==> config.mk <==
export PLATFORM = sky130hd
export DESIGN_NAME = tec_timer
export DESIGN_NICKNAME = d
export VERILOG_FILES = /design/src/verilog/tec_pkg.sv /design/src/verilog/tec_timer.sv
export VERILOG_INCLUDE_DIRS = /design/src /design/src/verilog
export SDC_FILE = /design/constraint.sdc
export NUM_CORES = 1
export LEC_CHECK = 0
export BUFFER_PORTS_ARGS = -buffer_cell sky130_fd_sc_hd__buf_2
export CAP_MARGIN = 40
export CORE_ASPECT_RATIO = 1.4
export CORE_MARGIN = 2
export CORE_UTILIZATION = 63
export DETAILED_ROUTE_END_ITERATION = 6
export PLACE_DENSITY = 0.8
export SYNTH_ARGS = -nofsm -noshare
export SYNTH_HDL_FRONTEND = slang
export SYNTH_SLANG_ARGS = --single-unit
==> constraint.sdc <==
create_clock -name core_clk_i -period 3.33 [get_ports core_clk_i]
set_clock_uncertainty 0.05 [all_clocks]
set_input_delay 0.666 -clock core_clk_i [delete_from_list [all_inputs] [get_ports core_clk_i]]
set_output_delay 0.666 -clock core_clk_i [all_outputs]
set_load 0.02 [all_outputs]
==> src/verilog/tec_cfg.svh <==
`ifndef TEC_CFG_SVH
`define TEC_CFG_SVH
// register byte offsets
`define TEC_OFS_CTRL 12'h000
`define TEC_OFS_COUNT 12'h004
`define TEC_OFS_PRE 12'h008
`define TEC_OFS_PCNT 12'h00C
`define TEC_OFS_MCTRL 12'h010
`define TEC_OFS_CCTRL 12'h014
`define TEC_OFS_OCTRL 12'h018
`define TEC_OFS_ISTAT 12'h01C
`define TEC_OFS_IMASK 12'h020
`define TEC_OFS_PINSEL 12'h024
`define TEC_OFS_MATCH0 12'h040
`define TEC_OFS_CAP0 12'h060
// control register fields
`define TEC_CTRL_EN 0
`define TEC_CTRL_CRST 1
`define TEC_CTRL_MODE 2
`define TEC_CTRL_ESRC_LO 4
`define TEC_CTRL_EDGE_LO 6
// reset values
`define TEC_RST_WORD 32'h0000_0000
`define TEC_RST_PINSEL 32'h0000_0055
// axi response codes
`define TEC_RESP_OKAY 2'b00
`define TEC_RESP_SLVERR 2'b10
`endif

==> src/verilog/tec_pkg.sv <==
package tec_pkg;
   // output action on match
   typedef enum logic [1:0] {TEC_ACT_NONE, TEC_ACT_LOW, TEC_ACT_HIGH, TEC_ACT_TOGGLE} tec_act_t;
   // per-match control: interrupt, reset, stop
   typedef struct packed {
      logic stop;
      logic rst;
      logic irq;
   } tec_mctl_t;
   // axi4-lite write request from master
   typedef struct packed {
      logic awvalid;
      logic [11:0] awaddr;
      logic wvalid;
      logic [31:0] wdata;
      logic [3:0] wstrb;
      logic bready;
   } tec_axi_wr_t;
   // axi4-lite read request from master
   typedef struct packed {
      logic arvalid;
      logic [11:0] araddr;
      logic rready;
   } tec_axi_rd_t;
endpackage : tec_pkg

==> src/verilog/tec_timer.sv <==
// Behaviour
// - count advances on prescaled clock (timer) or on external events (counter mode)
// - 32-bit counter fed by a programmable 32-bit prescaler
// - four match registers; equal count raises optional interrupt, counting continues
// - per match, optional halt of the counter on match
// - per match, optional reset of the counter to zero on match
// - four capture channels latch count on input edges, optional interrupt
// - four match outputs: go low, go high, toggle or stay per setting
// - capture lines not used as count source still capture or interrupt
// - several pins per capture (OR/AND) and match broadcast to several pins
`timescale 1ns/1ps
`default_nettype none
`include "tec_cfg.svh"
module tec_timer #(
   parameter int NPIN = 8
) (
   input wire logic core_clk_i,
   input wire logic arst_n_i,
   input wire tec_pkg::tec_axi_wr_t wr_i,
   input wire tec_pkg::tec_axi_rd_t rd_i,
   output logic awready_o,
   output logic wready_o,
   output logic bvalid_o,
   output logic [1:0] bresp_o,
   output logic arready_o,
   output logic rvalid_o,
   output logic [31:0] rdata_o,
   output logic [1:0] rresp_o,
   input wire logic [NPIN-1:0] cap_pin_i,
   output logic [NPIN-1:0] match_pin_o,
   output logic irq_o
);
   import tec_pkg::*;

   // ****************************************
   // state
   // ****************************************
   logic [31:0] ctrl_r, ctrl_nxt, tc_r, tc_nxt, pr_r, pr_nxt, pc_r, pc_nxt;
   logic [11:0] mctl_r, mctl_nxt;
   logic [11:0] cctl_r, cctl_nxt;
   logic [7:0] octl_r, octl_nxt;
   logic [7:0] ist_r, ist_nxt, imsk_r, imsk_nxt;
   logic [31:0] psel_r, psel_nxt;
   logic [31:0] mr_r [4], mr_nxt [4], cr_r [4], cr_nxt [4];
   logic [3:0] mo_r, mo_nxt;
   logic [3:0] s1_r, s2_r, s3_r, hit_r;
   logic aw_r, aw_nxt, w_r, w_nxt, bv_r, bv_nxt, rv_r, rv_nxt;
   logic [11:0] awa_r, awa_nxt;
   logic [31:0] wd_r, wd_nxt, rd_r, rd_nxt;
   logic [3:0] ws_r, ws_nxt;
   logic [1:0] br_r, br_nxt, rr_r, rr_nxt;

   // ****************************************
   // pin combining and synchronising
   // ****************************************
   logic [3:0] cap_raw, cap_rise, cap_fall, mhit, mev;
   // pin select holds two bits per channel; cctl bit 3g+2 picks the and-combine
   genvar g;
   for (g = 0; g < 4; g++)
   begin : g_chan
      wire logic [1:0] sel = psel_r[g*2 +: 2];
      // each channel owns pins g and g+4; select which join, combine OR or AND
      assign cap_raw[g] = cctl_r[g*3+2]
         ? ((cap_pin_i[g] | ~sel[0]) & (cap_pin_i[g+4] | ~sel[1]) & (|sel))
         : ((cap_pin_i[g] & sel[0]) | (cap_pin_i[g+4] & sel[1]));
      // second and third stage only: first stage feeds nothing else
      assign cap_rise[g] = s2_r[g] & ~s3_r[g];
      assign cap_fall[g] = ~s2_r[g] & s3_r[g];
      assign mhit[g] = ctrl_r[`TEC_CTRL_EN] && (tc_r == mr_r[g]);
      // a held count would toggle every clock, so output actions use the first cycle only
      assign mev[g] = mhit[g] & ~hit_r[g];
      // match output broadcast to pins g and g+4
      assign match_pin_o[g] = mo_r[g];
      assign match_pin_o[g+4] = mo_r[g];
   end
   // ****************************************
   // counting logic
   // ****************************************
   logic tick, ev_edge, stop_any, rst_any;
   logic [1:0] esrc;
   logic [3:0] cap_ev;
   always_comb
   begin
      esrc = ctrl_r[`TEC_CTRL_ESRC_LO +: 2];
      // qualifying edge of the synchronised event source
      case (ctrl_r[`TEC_CTRL_EDGE_LO +: 2])
         2'd0: ev_edge = cap_rise[esrc];
         2'd1: ev_edge = cap_fall[esrc];
         2'd2: ev_edge = cap_rise[esrc] | cap_fall[esrc];
         default: ev_edge = 1'b0;
      endcase
      // timer mode ticks every clock, counter mode on events
      tick = ctrl_r[`TEC_CTRL_MODE] ? ev_edge : 1'b1;
      stop_any = 1'b0;
      rst_any = 1'b0;
      for (int i = 0; i < 4; i++)
      begin
         stop_any = stop_any | (mhit[i] & mctl_r[i*3+2]);
         rst_any = rst_any | (mhit[i] & mctl_r[i*3+1]);
         // source channel stays a capture in counter mode too
         cap_ev[i] = (cctl_r[i*3] & cap_rise[i]) | (cctl_r[i*3+1] & cap_fall[i]);
      end
   end

   // ****************************************
   // bus decode
   // ****************************************
   logic do_wr, do_rd, wr_ok, rd_ok;
   logic [31:0] wmask, rval;
   assign awready_o = ~aw_r & ~bv_r;
   assign wready_o = ~w_r & ~bv_r;
   assign arready_o = ~rv_r;
   assign bvalid_o = bv_r;
   assign bresp_o = br_r;
   assign rvalid_o = rv_r;
   assign rdata_o = rd_r;
   assign rresp_o = rr_r;
   assign irq_o = |(ist_r & imsk_r);
   assign do_wr = aw_r & w_r & ~bv_r;
   assign do_rd = rd_i.arvalid & ~rv_r;
   for (g = 0; g < 4; g++)
   begin : g_mask
      assign wmask[g*8 +: 8] = {8{ws_r[g]}};
   end
   // read mux and main next-state
   always_comb
   begin
      {ctrl_nxt, tc_nxt, pr_nxt, pc_nxt, psel_nxt} = {ctrl_r, tc_r, pr_r, pc_r, psel_r};
      {mctl_nxt, cctl_nxt, octl_nxt} = {mctl_r, cctl_r, octl_r};
      {imsk_nxt, ist_nxt, mo_nxt} = {imsk_r, ist_r, mo_r};
      mr_nxt = mr_r;
      cr_nxt = cr_r;
      {aw_nxt, w_nxt, awa_nxt, wd_nxt, ws_nxt} = {aw_r, w_r, awa_r, wd_r, ws_r};
      {bv_nxt, br_nxt, rv_nxt, rd_nxt, rr_nxt} = {bv_r, br_r, rv_r, rd_r, rr_r};
      wr_ok = 1'b1;
      rd_ok = 1'b1;
      rval = 32'h0000_0000;
      // counter: prescaler divides the tick, then count or reset
      if (ctrl_r[`TEC_CTRL_EN] && tick)
      begin
         if (pc_r >= pr_r)
         begin
            pc_nxt = 32'h0000_0000;
            tc_nxt = tc_r + 32'h0000_0001;
         end
         else
            pc_nxt = pc_r + 32'h0000_0001;
      end
      // a match reset clears count at the next tick slot
      if (rst_any && ctrl_r[`TEC_CTRL_EN] && tick && pc_r >= pr_r)
         tc_nxt = 32'h0000_0000;
      // match stop halts the counter by dropping enable
      if (stop_any)
      begin
         ctrl_nxt[`TEC_CTRL_EN] = 1'b0;
         tc_nxt = tc_r;
         pc_nxt = pc_r;
      end
      if (ctrl_r[`TEC_CTRL_CRST])
      begin
         tc_nxt = 32'h0000_0000;
         pc_nxt = 32'h0000_0000;
      end
      // ---- axi capture of address and data ----
      if (wr_i.awvalid && awready_o)
      begin
         aw_nxt = 1'b1;
         awa_nxt = wr_i.awaddr;
      end
      if (wr_i.wvalid && wready_o)
      begin
         w_nxt = 1'b1;
         wd_nxt = wr_i.wdata;
         ws_nxt = wr_i.wstrb;
      end
      if (bv_r && wr_i.bready)
         bv_nxt = 1'b0;
      if (rv_r && rd_i.rready)
         rv_nxt = 1'b0;
      // ---- register writes ----
      if (do_wr)
      begin
         aw_nxt = 1'b0;
         w_nxt = 1'b0;
         bv_nxt = 1'b1;
         case (awa_r & 12'hFFC)
            `TEC_OFS_CTRL: ctrl_nxt = (ctrl_r & ~wmask) | (wd_r & wmask);
            `TEC_OFS_COUNT: tc_nxt = (tc_r & ~wmask) | (wd_r & wmask);
            `TEC_OFS_PRE: pr_nxt = (pr_r & ~wmask) | (wd_r & wmask);
            `TEC_OFS_PCNT: pc_nxt = (pc_r & ~wmask) | (wd_r & wmask);
            `TEC_OFS_MCTRL: mctl_nxt = (mctl_r & ~wmask[11:0]) | (wd_r[11:0] & wmask[11:0]);
            `TEC_OFS_CCTRL: cctl_nxt = (cctl_r & ~wmask[11:0]) | (wd_r[11:0] & wmask[11:0]);
            `TEC_OFS_OCTRL: octl_nxt = (octl_r & ~wmask[7:0]) | (wd_r[7:0] & wmask[7:0]);
            `TEC_OFS_ISTAT: ist_nxt = ist_r & ~(wd_r[7:0] & wmask[7:0]);
            `TEC_OFS_IMASK: imsk_nxt = (imsk_r & ~wmask[7:0]) | (wd_r[7:0] & wmask[7:0]);
            `TEC_OFS_PINSEL: psel_nxt = (psel_r & ~wmask) | (wd_r & wmask);
            default:
               if ((awa_r & 12'hFF0) == `TEC_OFS_MATCH0)
                  mr_nxt[awa_r[3:2]] = (mr_r[awa_r[3:2]] & ~wmask) | (wd_r & wmask);
               else
                  wr_ok = 1'b0;
         endcase
         br_nxt = wr_ok ? `TEC_RESP_OKAY : `TEC_RESP_SLVERR;
      end
      // ---- events: set wins over software clear ----
      for (int i = 0; i < 4; i++)
      begin
         // match interrupt flag, count keeps going unless stopped
         if (mhit[i] && mctl_r[i*3])
            ist_nxt[i] = 1'b1;
         // capture latches count and flags it; the mask makes it optional
         if (cap_ev[i])
         begin
            cr_nxt[i] = tc_r;
            ist_nxt[i+4] = 1'b1;
         end
         // match output action, once per match
         if (mev[i])
            case (tec_act_t'(octl_r[i*2 +: 2]))
               TEC_ACT_LOW: mo_nxt[i] = 1'b0;
               TEC_ACT_HIGH: mo_nxt[i] = 1'b1;
               TEC_ACT_TOGGLE: mo_nxt[i] = ~mo_r[i];
               default: mo_nxt[i] = mo_r[i];
            endcase
      end
      // ---- register reads ----
      if (do_rd)
      begin
         case (rd_i.araddr & 12'hFFC)
            `TEC_OFS_CTRL: rval = ctrl_r;
            `TEC_OFS_COUNT: rval = tc_r;
            `TEC_OFS_PRE: rval = pr_r;
            `TEC_OFS_PCNT: rval = pc_r;
            `TEC_OFS_MCTRL: rval = {20'h0_0000, mctl_r};
            `TEC_OFS_CCTRL: rval = {20'h0_0000, cctl_r};
            `TEC_OFS_OCTRL: rval = {24'h00_0000, octl_r};
            `TEC_OFS_ISTAT: rval = {24'h00_0000, ist_r};
            `TEC_OFS_IMASK: rval = {24'h00_0000, imsk_r};
            `TEC_OFS_PINSEL: rval = psel_r;
            default:
               if ((rd_i.araddr & 12'hFF0) == `TEC_OFS_MATCH0)
                  rval = mr_r[rd_i.araddr[3:2]];
               else if ((rd_i.araddr & 12'hFF0) == `TEC_OFS_CAP0)
                  rval = cr_r[rd_i.araddr[3:2]];
               else
                  rd_ok = 1'b0;
         endcase
         rv_nxt = 1'b1;
         rd_nxt = rval;
         rr_nxt = rd_ok ? `TEC_RESP_OKAY : `TEC_RESP_SLVERR;
      end
   end

   // ****************************************
   // registers
   // ****************************************
   always_ff @(posedge core_clk_i or negedge arst_n_i)
   begin
      if (!arst_n_i)
      begin
         {ctrl_r, tc_r, pr_r, pc_r} <= {4{`TEC_RST_WORD}};
         {mctl_r, cctl_r, octl_r, ist_r, imsk_r} <= 48'h0000_0000_0000;
         psel_r <= `TEC_RST_PINSEL;
         mr_r <= '{default: `TEC_RST_WORD};
         cr_r <= '{default: `TEC_RST_WORD};
         {mo_r, s1_r, s2_r, s3_r, hit_r} <= 20'h0_0000;
         {aw_r, w_r, awa_r, wd_r, ws_r} <= 50'h0_0000_0000_0000;
         {bv_r, br_r, rv_r, rd_r, rr_r} <= 38'h00_0000_0000;
      end
      else
      begin
         {ctrl_r, tc_r, pr_r, pc_r, psel_r} <= {ctrl_nxt, tc_nxt, pr_nxt, pc_nxt, psel_nxt};
         {mctl_r, cctl_r, octl_r} <= {mctl_nxt, cctl_nxt, octl_nxt};
         {imsk_r, ist_r, mo_r} <= {imsk_nxt, ist_nxt, mo_nxt};
         mr_r <= mr_nxt;
         cr_r <= cr_nxt;
         // synchroniser chain: inputs counted only after two flops
         s1_r <= cap_raw;
         s2_r <= s1_r;
         s3_r <= s2_r;
         hit_r <= mhit; // remembers a match so its output action fires once
         {aw_r, w_r, awa_r, wd_r, ws_r} <= {aw_nxt, w_nxt, awa_nxt, wd_nxt, ws_nxt};
         {bv_r, br_r, rv_r, rd_r, rr_r} <= {bv_nxt, br_nxt, rv_nxt, rd_nxt, rr_nxt};
      end
   end

   // ****************************************
   // checks
   // ****************************************
   property p_stop;
      @(posedge core_clk_i) disable iff (!arst_n_i) (stop_any && !do_wr) |=> !ctrl_r[`TEC_CTRL_EN];
   endproperty
   a_stop: assert property (p_stop) else $error("stop on match failed");
   property p_cap;
      @(posedge core_clk_i) disable iff (!arst_n_i) cap_ev[2] |=> (cr_r[2] == $past(tc_r) && ist_r[6]);
   endproperty
   a_cap: assert property (p_cap) else $error("capture 2 missed");
   property p_mint;
      @(posedge core_clk_i) disable iff (!arst_n_i) (mhit[1] && mctl_r[3]) |=> ist_r[1];
   endproperty
   a_mint: assert property (p_mint) else $error("match 1 flag not set");
   property p_tog;
      @(posedge core_clk_i) disable iff (!arst_n_i)
         (mev[1] && octl_r[3:2] == 2'd3) |=> (mo_r[1] != $past(mo_r[1]));
   endproperty
   a_tog: assert property (p_tog) else $error("toggle failed");
   property p_irq;
      @(posedge core_clk_i) disable iff (!arst_n_i) irq_o == (|(ist_r & imsk_r));
   endproperty
   a_irq: assert property (p_irq) else $error("irq mismatch");
   property p_bcast;
      @(posedge core_clk_i) disable iff (!arst_n_i) match_pin_o[2] == match_pin_o[6];
   endproperty
   a_bcast: assert property (p_bcast) else $error("broadcast mismatch");
   property p_hold;
      @(posedge core_clk_i) disable iff (!arst_n_i)
         (!ctrl_r[`TEC_CTRL_EN] && !do_wr && !ctrl_r[`TEC_CTRL_CRST]) |=> $stable(tc_r);
   endproperty
   a_hold: assert property (p_hold) else $error("count moved while stopped");
   property p_timer;
      @(posedge core_clk_i) disable iff (!arst_n_i)
         (ctrl_r[2:0] == 3'b001 && pr_r == 32'h0000_0000 && !stop_any && !rst_any && !do_wr)
         |=> tc_r == $past(tc_r) + 32'h0000_0001;
   endproperty
   a_timer: assert property (p_timer) else $error("timer did not count");
   property p_rsp;
      @(posedge core_clk_i) disable iff (!arst_n_i) do_rd |=> rvalid_o;
   endproperty
   a_rsp: assert property (p_rsp) else $error("no read answer");
   c_stop: cover property (@(posedge core_clk_i) stop_any);
   c_rst: cover property (@(posedge core_clk_i) rst_any);
   c_cap: cover property (@(posedge core_clk_i) cap_ev[2]);
endmodule : tec_timer
`default_nettype wire

==> results_dict.tcl <==
set metrics [dict create \
    wl_per_cell_um 29.0 \
    max-vdd-ir-drop_mv 0.567 \
    cp.required_ns 3.75 \
    first_iter_violations 2622 \
    total_switching_power_w 0.00690 \
    worst-path-max-fanout 19 \
    path_clk_slew_ns 0.07 \
    globalplace.congestion 1.04 \
    synth-edff-count 0 \
    drv_slew 0 \
    timing.critical_path.cells "xor2_1, nor4_2, nor4bb_2, or4b_4, o311ai_4, buf_4, nor4_4, buf_4, nor2_4, buf_12, a221oi_1, o22ai_1" \
    global_route_wire_length_before_repair_um 164000 \
    cell_with_the_most_instances_on_the_worst_path "sky130_fd_sc_hd__buf_4" \
    htree_num_levels 2 \
    count_of_cell_types_in_the_netlist 84 \
    core_area_mm2 0.0479 \
    share_seq_of_total_power_pct 42.3 \
    row_count 95 \
    routed_wirelength_um 109000 \
    crit_arrival_ns 3.75 \
    failed_checks "setup timing" \
    layout.nets 3206 \
    grt-ovfl-total 0 \
    critPathSlowestCell "sky130_fd_sc_hd__nor4_4" \
    via_count 25969 \
    run_status "complete, but fails checks" \
    post-place-ws_ns -0.230 \
    cellLeakagePower_nw 16.6 \
    numCtsBuffers 55 \
    clock_power_share_pct 34.3 \
    initial_core_util_pct 63.7 \
    holdCritPathClass "in -> reg" \
    postSynthCellCount 2817 \
    power.combinational.fraction_pct 23.5 \
    worst_path_largest_cell_delay_ns 0.50 \
    tightestPinTransition_ns 0.913 \
    critical_path.startpoint_type "flop" \
    max_clock_freq_ghz 0.300 \
    cellInternalPower_w 0.0133 \
    vias_per_cell 6.88 \
    layout-area-overhead-vs-synth_pct 18.1 \
    y_dimension_of_the_die_um 264 \
    number_of_antenna_violations_at_the_first_check_in_global_routing 2 \
    synth_seq_area_share_pct 46.6 \
    crit_type "reg -> reg" \
    placed_cells_incl_taps 3662 \
    cp-end-kind "flop" \
    num_io_pins 125 \
    layout_cells_sized_above_1_pct 31.1 \
    grt_start_max_net_pins 99 \
    cts_tree "built" \
    final_min_period_over_clock_period_pct 100 \
    yosysWarnings 0 \
    ys_seq_elements 568 \
    cp_num_buf_inv 3 \
    ys_async_sr_fraction_pct 100 \
    synth_flop_type "sky130_fd_sc_hd__dfrtp_1" \
    power_per_cell_area_mw_per_mm2 560 \
    post_layout_nonfiller_instances 3775 \
    grt_util_all_layers_pct 44.2 \
    max_cap_violations 0 \
    die_width_um 190 \
    mapped_area_mm2 0.0305 \
    path_delay_family "simple AND/OR/NAND/NOR gates" \
    drt_pre_antenna_iters 6 \
    ctsRootBufferMaster "sky130_fd_sc_hd__clkbuf_16" \
    final_critical_path_setup_slack_ns -0.000853 \
    setup_viol 1 \
    port_buffers 118 \
    timing_hold_violations_final 0 \
    number_of_global_route_vias_before_repair 26489 \
    clock_latency_ns 0.63 \
    die_area_mm2 0.0502 \
    cts.sink_count 568 \
    slew_headroom_pct 39.2 \
    power_switching_share_pct 34.2 \
    drt_drc_violations_left 0 \
    layout_min_cycle_time_ns 3.33 \
    post_route_ant_nets 0 \
    synth.avg_cell_area_um2 10.8 \
    clock_tree.buffer_depth 3 \
    detailedPlacementHpwl_um 79400 \
]
## cells by family after synthesis
family | Yosys count | share of synthesized area (%)
AND/OR/NAND/NOR | 784 | 12.6
adder cells (fa/ha/maj) | 34 | 1.40
multiplexers | 466 | 20.4
AO/OA/AOI/OAI | 571 | 12.0
buffers and inverters | 277 | 3.62
XOR/XNOR | 116 | 3.33
flip-flops | 568 | 46.6
other | 1 | 0.0123
## stage by stage
stage / instance area, um2 / total power (W) / TNS (ns) / util (%) / hold WS, ns
2_1_floorplan: 30500 / 0.0106 / 0 / - / 0.281
3_3_place_gp: 33600 / 0.0128 / -3.64 / 70.1 / 0.282
3_5_place_dp: 33600 / 0.0129 / -3.38 / 70.1 / 0.286
4_1_cts: 35700 / 0.0199 / 0 / 74.5 / 0.165
5_1_grt: 36000 / 0.0207 / -0.337 / 75.2 / 0.187
6_report: 36000 / 0.0202 / -0.000853 / 75.2 / 0.180
## per-layer routing
metal / global-route usage [%] / wire [um]
met1: 54.5 / 38700
met2: 70.1 / 51200
met3: 8.58 / 10300
met4: 31.0 / 9240
met5: 0 / 0
## cell usage in the layout, fill, tap and decap left out, drive strengths merged, types with 16 or more instances in the layout
master    n
a21o     19
nand3    76
nor2b    38
nor4     43
xnor2    60
mux2    274
a31oi    41
buf     415
nand2   287
inv      81
a221oi   49
dfrtp   564
nor2    135
mux4     98
nor3     35
mux2i    94
nand2b   19
nand4    52
xor2     56
o22ai    19
ha       34
a22o     17
and3     29
o211ai   23
and2     16
a21oi    64
clkbuf   77
o21ai   237
## worst paths after layout
check	start	to	slack, ns	depth (start not counted)
worst max-delay path	mr_r[112]$_DFFE_PN0P_	flop	-0.0009	12
worst min-delay path	rd_i[0]	rvalid_o$_DFFE_PN0P_	0.18	2
worst max register to register	mr_r[112]$_DFFE_PN0P_	flop	-0.0009	12
worst min register to register	s1_r[1]$_DFF_PN0_	s2_r[1]$_DFF_PN0_	0.30	0
max in group asynchronous	arst_n_i	rdata_o[3]$_DFFE_PN0P_	1.57	3
min in group asynchronous	arst_n_i	cr_r[23]$_DFFE_PN0P_	0.58	2
## power groups by stage
stage | clock (W) | combinational [W] | sequential [W]
after floorplan | 0 | 0.00254 | 0.00807
after global placement | 0 | 0.00428 | 0.00852
after detailed placement | 0 | 0.00439 | 0.00856
after CTS | 0.00692 | 0.00449 | 0.00844
after global routing | 0.00721 | 0.00496 | 0.00854
final | 0.00691 | 0.00473 | 0.00853
## cell usage after synthesis, types with 29 or more instances
| cell type | instances | share of area [%] |
|---|---|---|
| sky130_fd_sc_hd__ha_1 | 34 | 1.4 |
| sky130_fd_sc_hd__a21oi_1 | 63 | 1.0 |
| sky130_fd_sc_hd__o21ai_0 | 234 | 3.8 |
| sky130_fd_sc_hd__a31oi_1 | 41 | 0.84 |
| sky130_fd_sc_hd__clkbuf_1 | 132 | 1.6 |
| sky130_fd_sc_hd__mux4_2 | 98 | 7.2 |
| sky130_fd_sc_hd__and3_1 | 29 | 0.59 |
| sky130_fd_sc_hd__nor4_1 | 41 | 0.84 |
| sky130_fd_sc_hd__nand3_1 | 76 | 1.2 |
| sky130_fd_sc_hd__mux2_2 | 274 | 10 |
| sky130_fd_sc_hd__xnor2_1 | 60 | 1.7 |
| sky130_fd_sc_hd__mux2i_1 | 94 | 3.1 |
| sky130_fd_sc_hd__nor3_1 | 34 | 0.56 |
| sky130_fd_sc_hd__inv_1 | 79 | 0.97 |
| sky130_fd_sc_hd__nand2_1 | 286 | 3.5 |
| sky130_fd_sc_hd__nand4_1 | 52 | 1.1 |
| sky130_fd_sc_hd__dfrtp_1 | 564 | 46 |
| sky130_fd_sc_hd__a221oi_1 | 49 | 1.4 |
| sky130_fd_sc_hd__buf_2 | 34 | 0.56 |
| sky130_fd_sc_hd__nor2_1 | 134 | 1.6 |
| sky130_fd_sc_hd__nor2b_1 | 38 | 0.78 |
| sky130_fd_sc_hd__xor2_1 | 56 | 1.6 |
## final cells by class
| cell class | count | area, um2 |
|---|---|---|
| clock inverter | 26 | 362 |
| tap | 630 | 788 |
| fill | 3225 | 11900 |
| clock buffer | 77 | 1630 |
| antenna | 2 | 5.00 |
| inverter | 82 | 308 |
| multi-input combinational | 1973 | 15600 |
| timing repair buffer | 417 | 3110 |
| sequential | 568 | 14200 |
## worst register-to-register path, cell delays in order (launching register included)
cell and delay (ns):
sky130_fd_sc_hd__dfrtp_1 0.42, sky130_fd_sc_hd__xor2_1 0.48, sky130_fd_sc_hd__nor4_2 0.11, sky130_fd_sc_hd__nor4bb_2 0.19, sky130_fd_sc_hd__or4b_4 0.21, sky130_fd_sc_hd__o311ai_4 0.14
sky130_fd_sc_hd__buf_4 0.18, sky130_fd_sc_hd__nor4_4 0.50, sky130_fd_sc_hd__buf_4 0.24, sky130_fd_sc_hd__nor2_4 0.04, sky130_fd_sc_hd__buf_12 0.15, sky130_fd_sc_hd__a221oi_1 0.31
sky130_fd_sc_hd__o22ai_1 0.15
## what timing repair did
item / 4_1_cts / 5_1_grt
buffers inserted: 1 / 6
pin swaps: 2 / 10
resized for setup: 13 / 55
endpoints found under the hold margin: 2 / 0
hold buffers: 1 / 0
endpoints found under the setup margin: 53 / 61
Note: power is estimated with default switching activity, not from simulation.
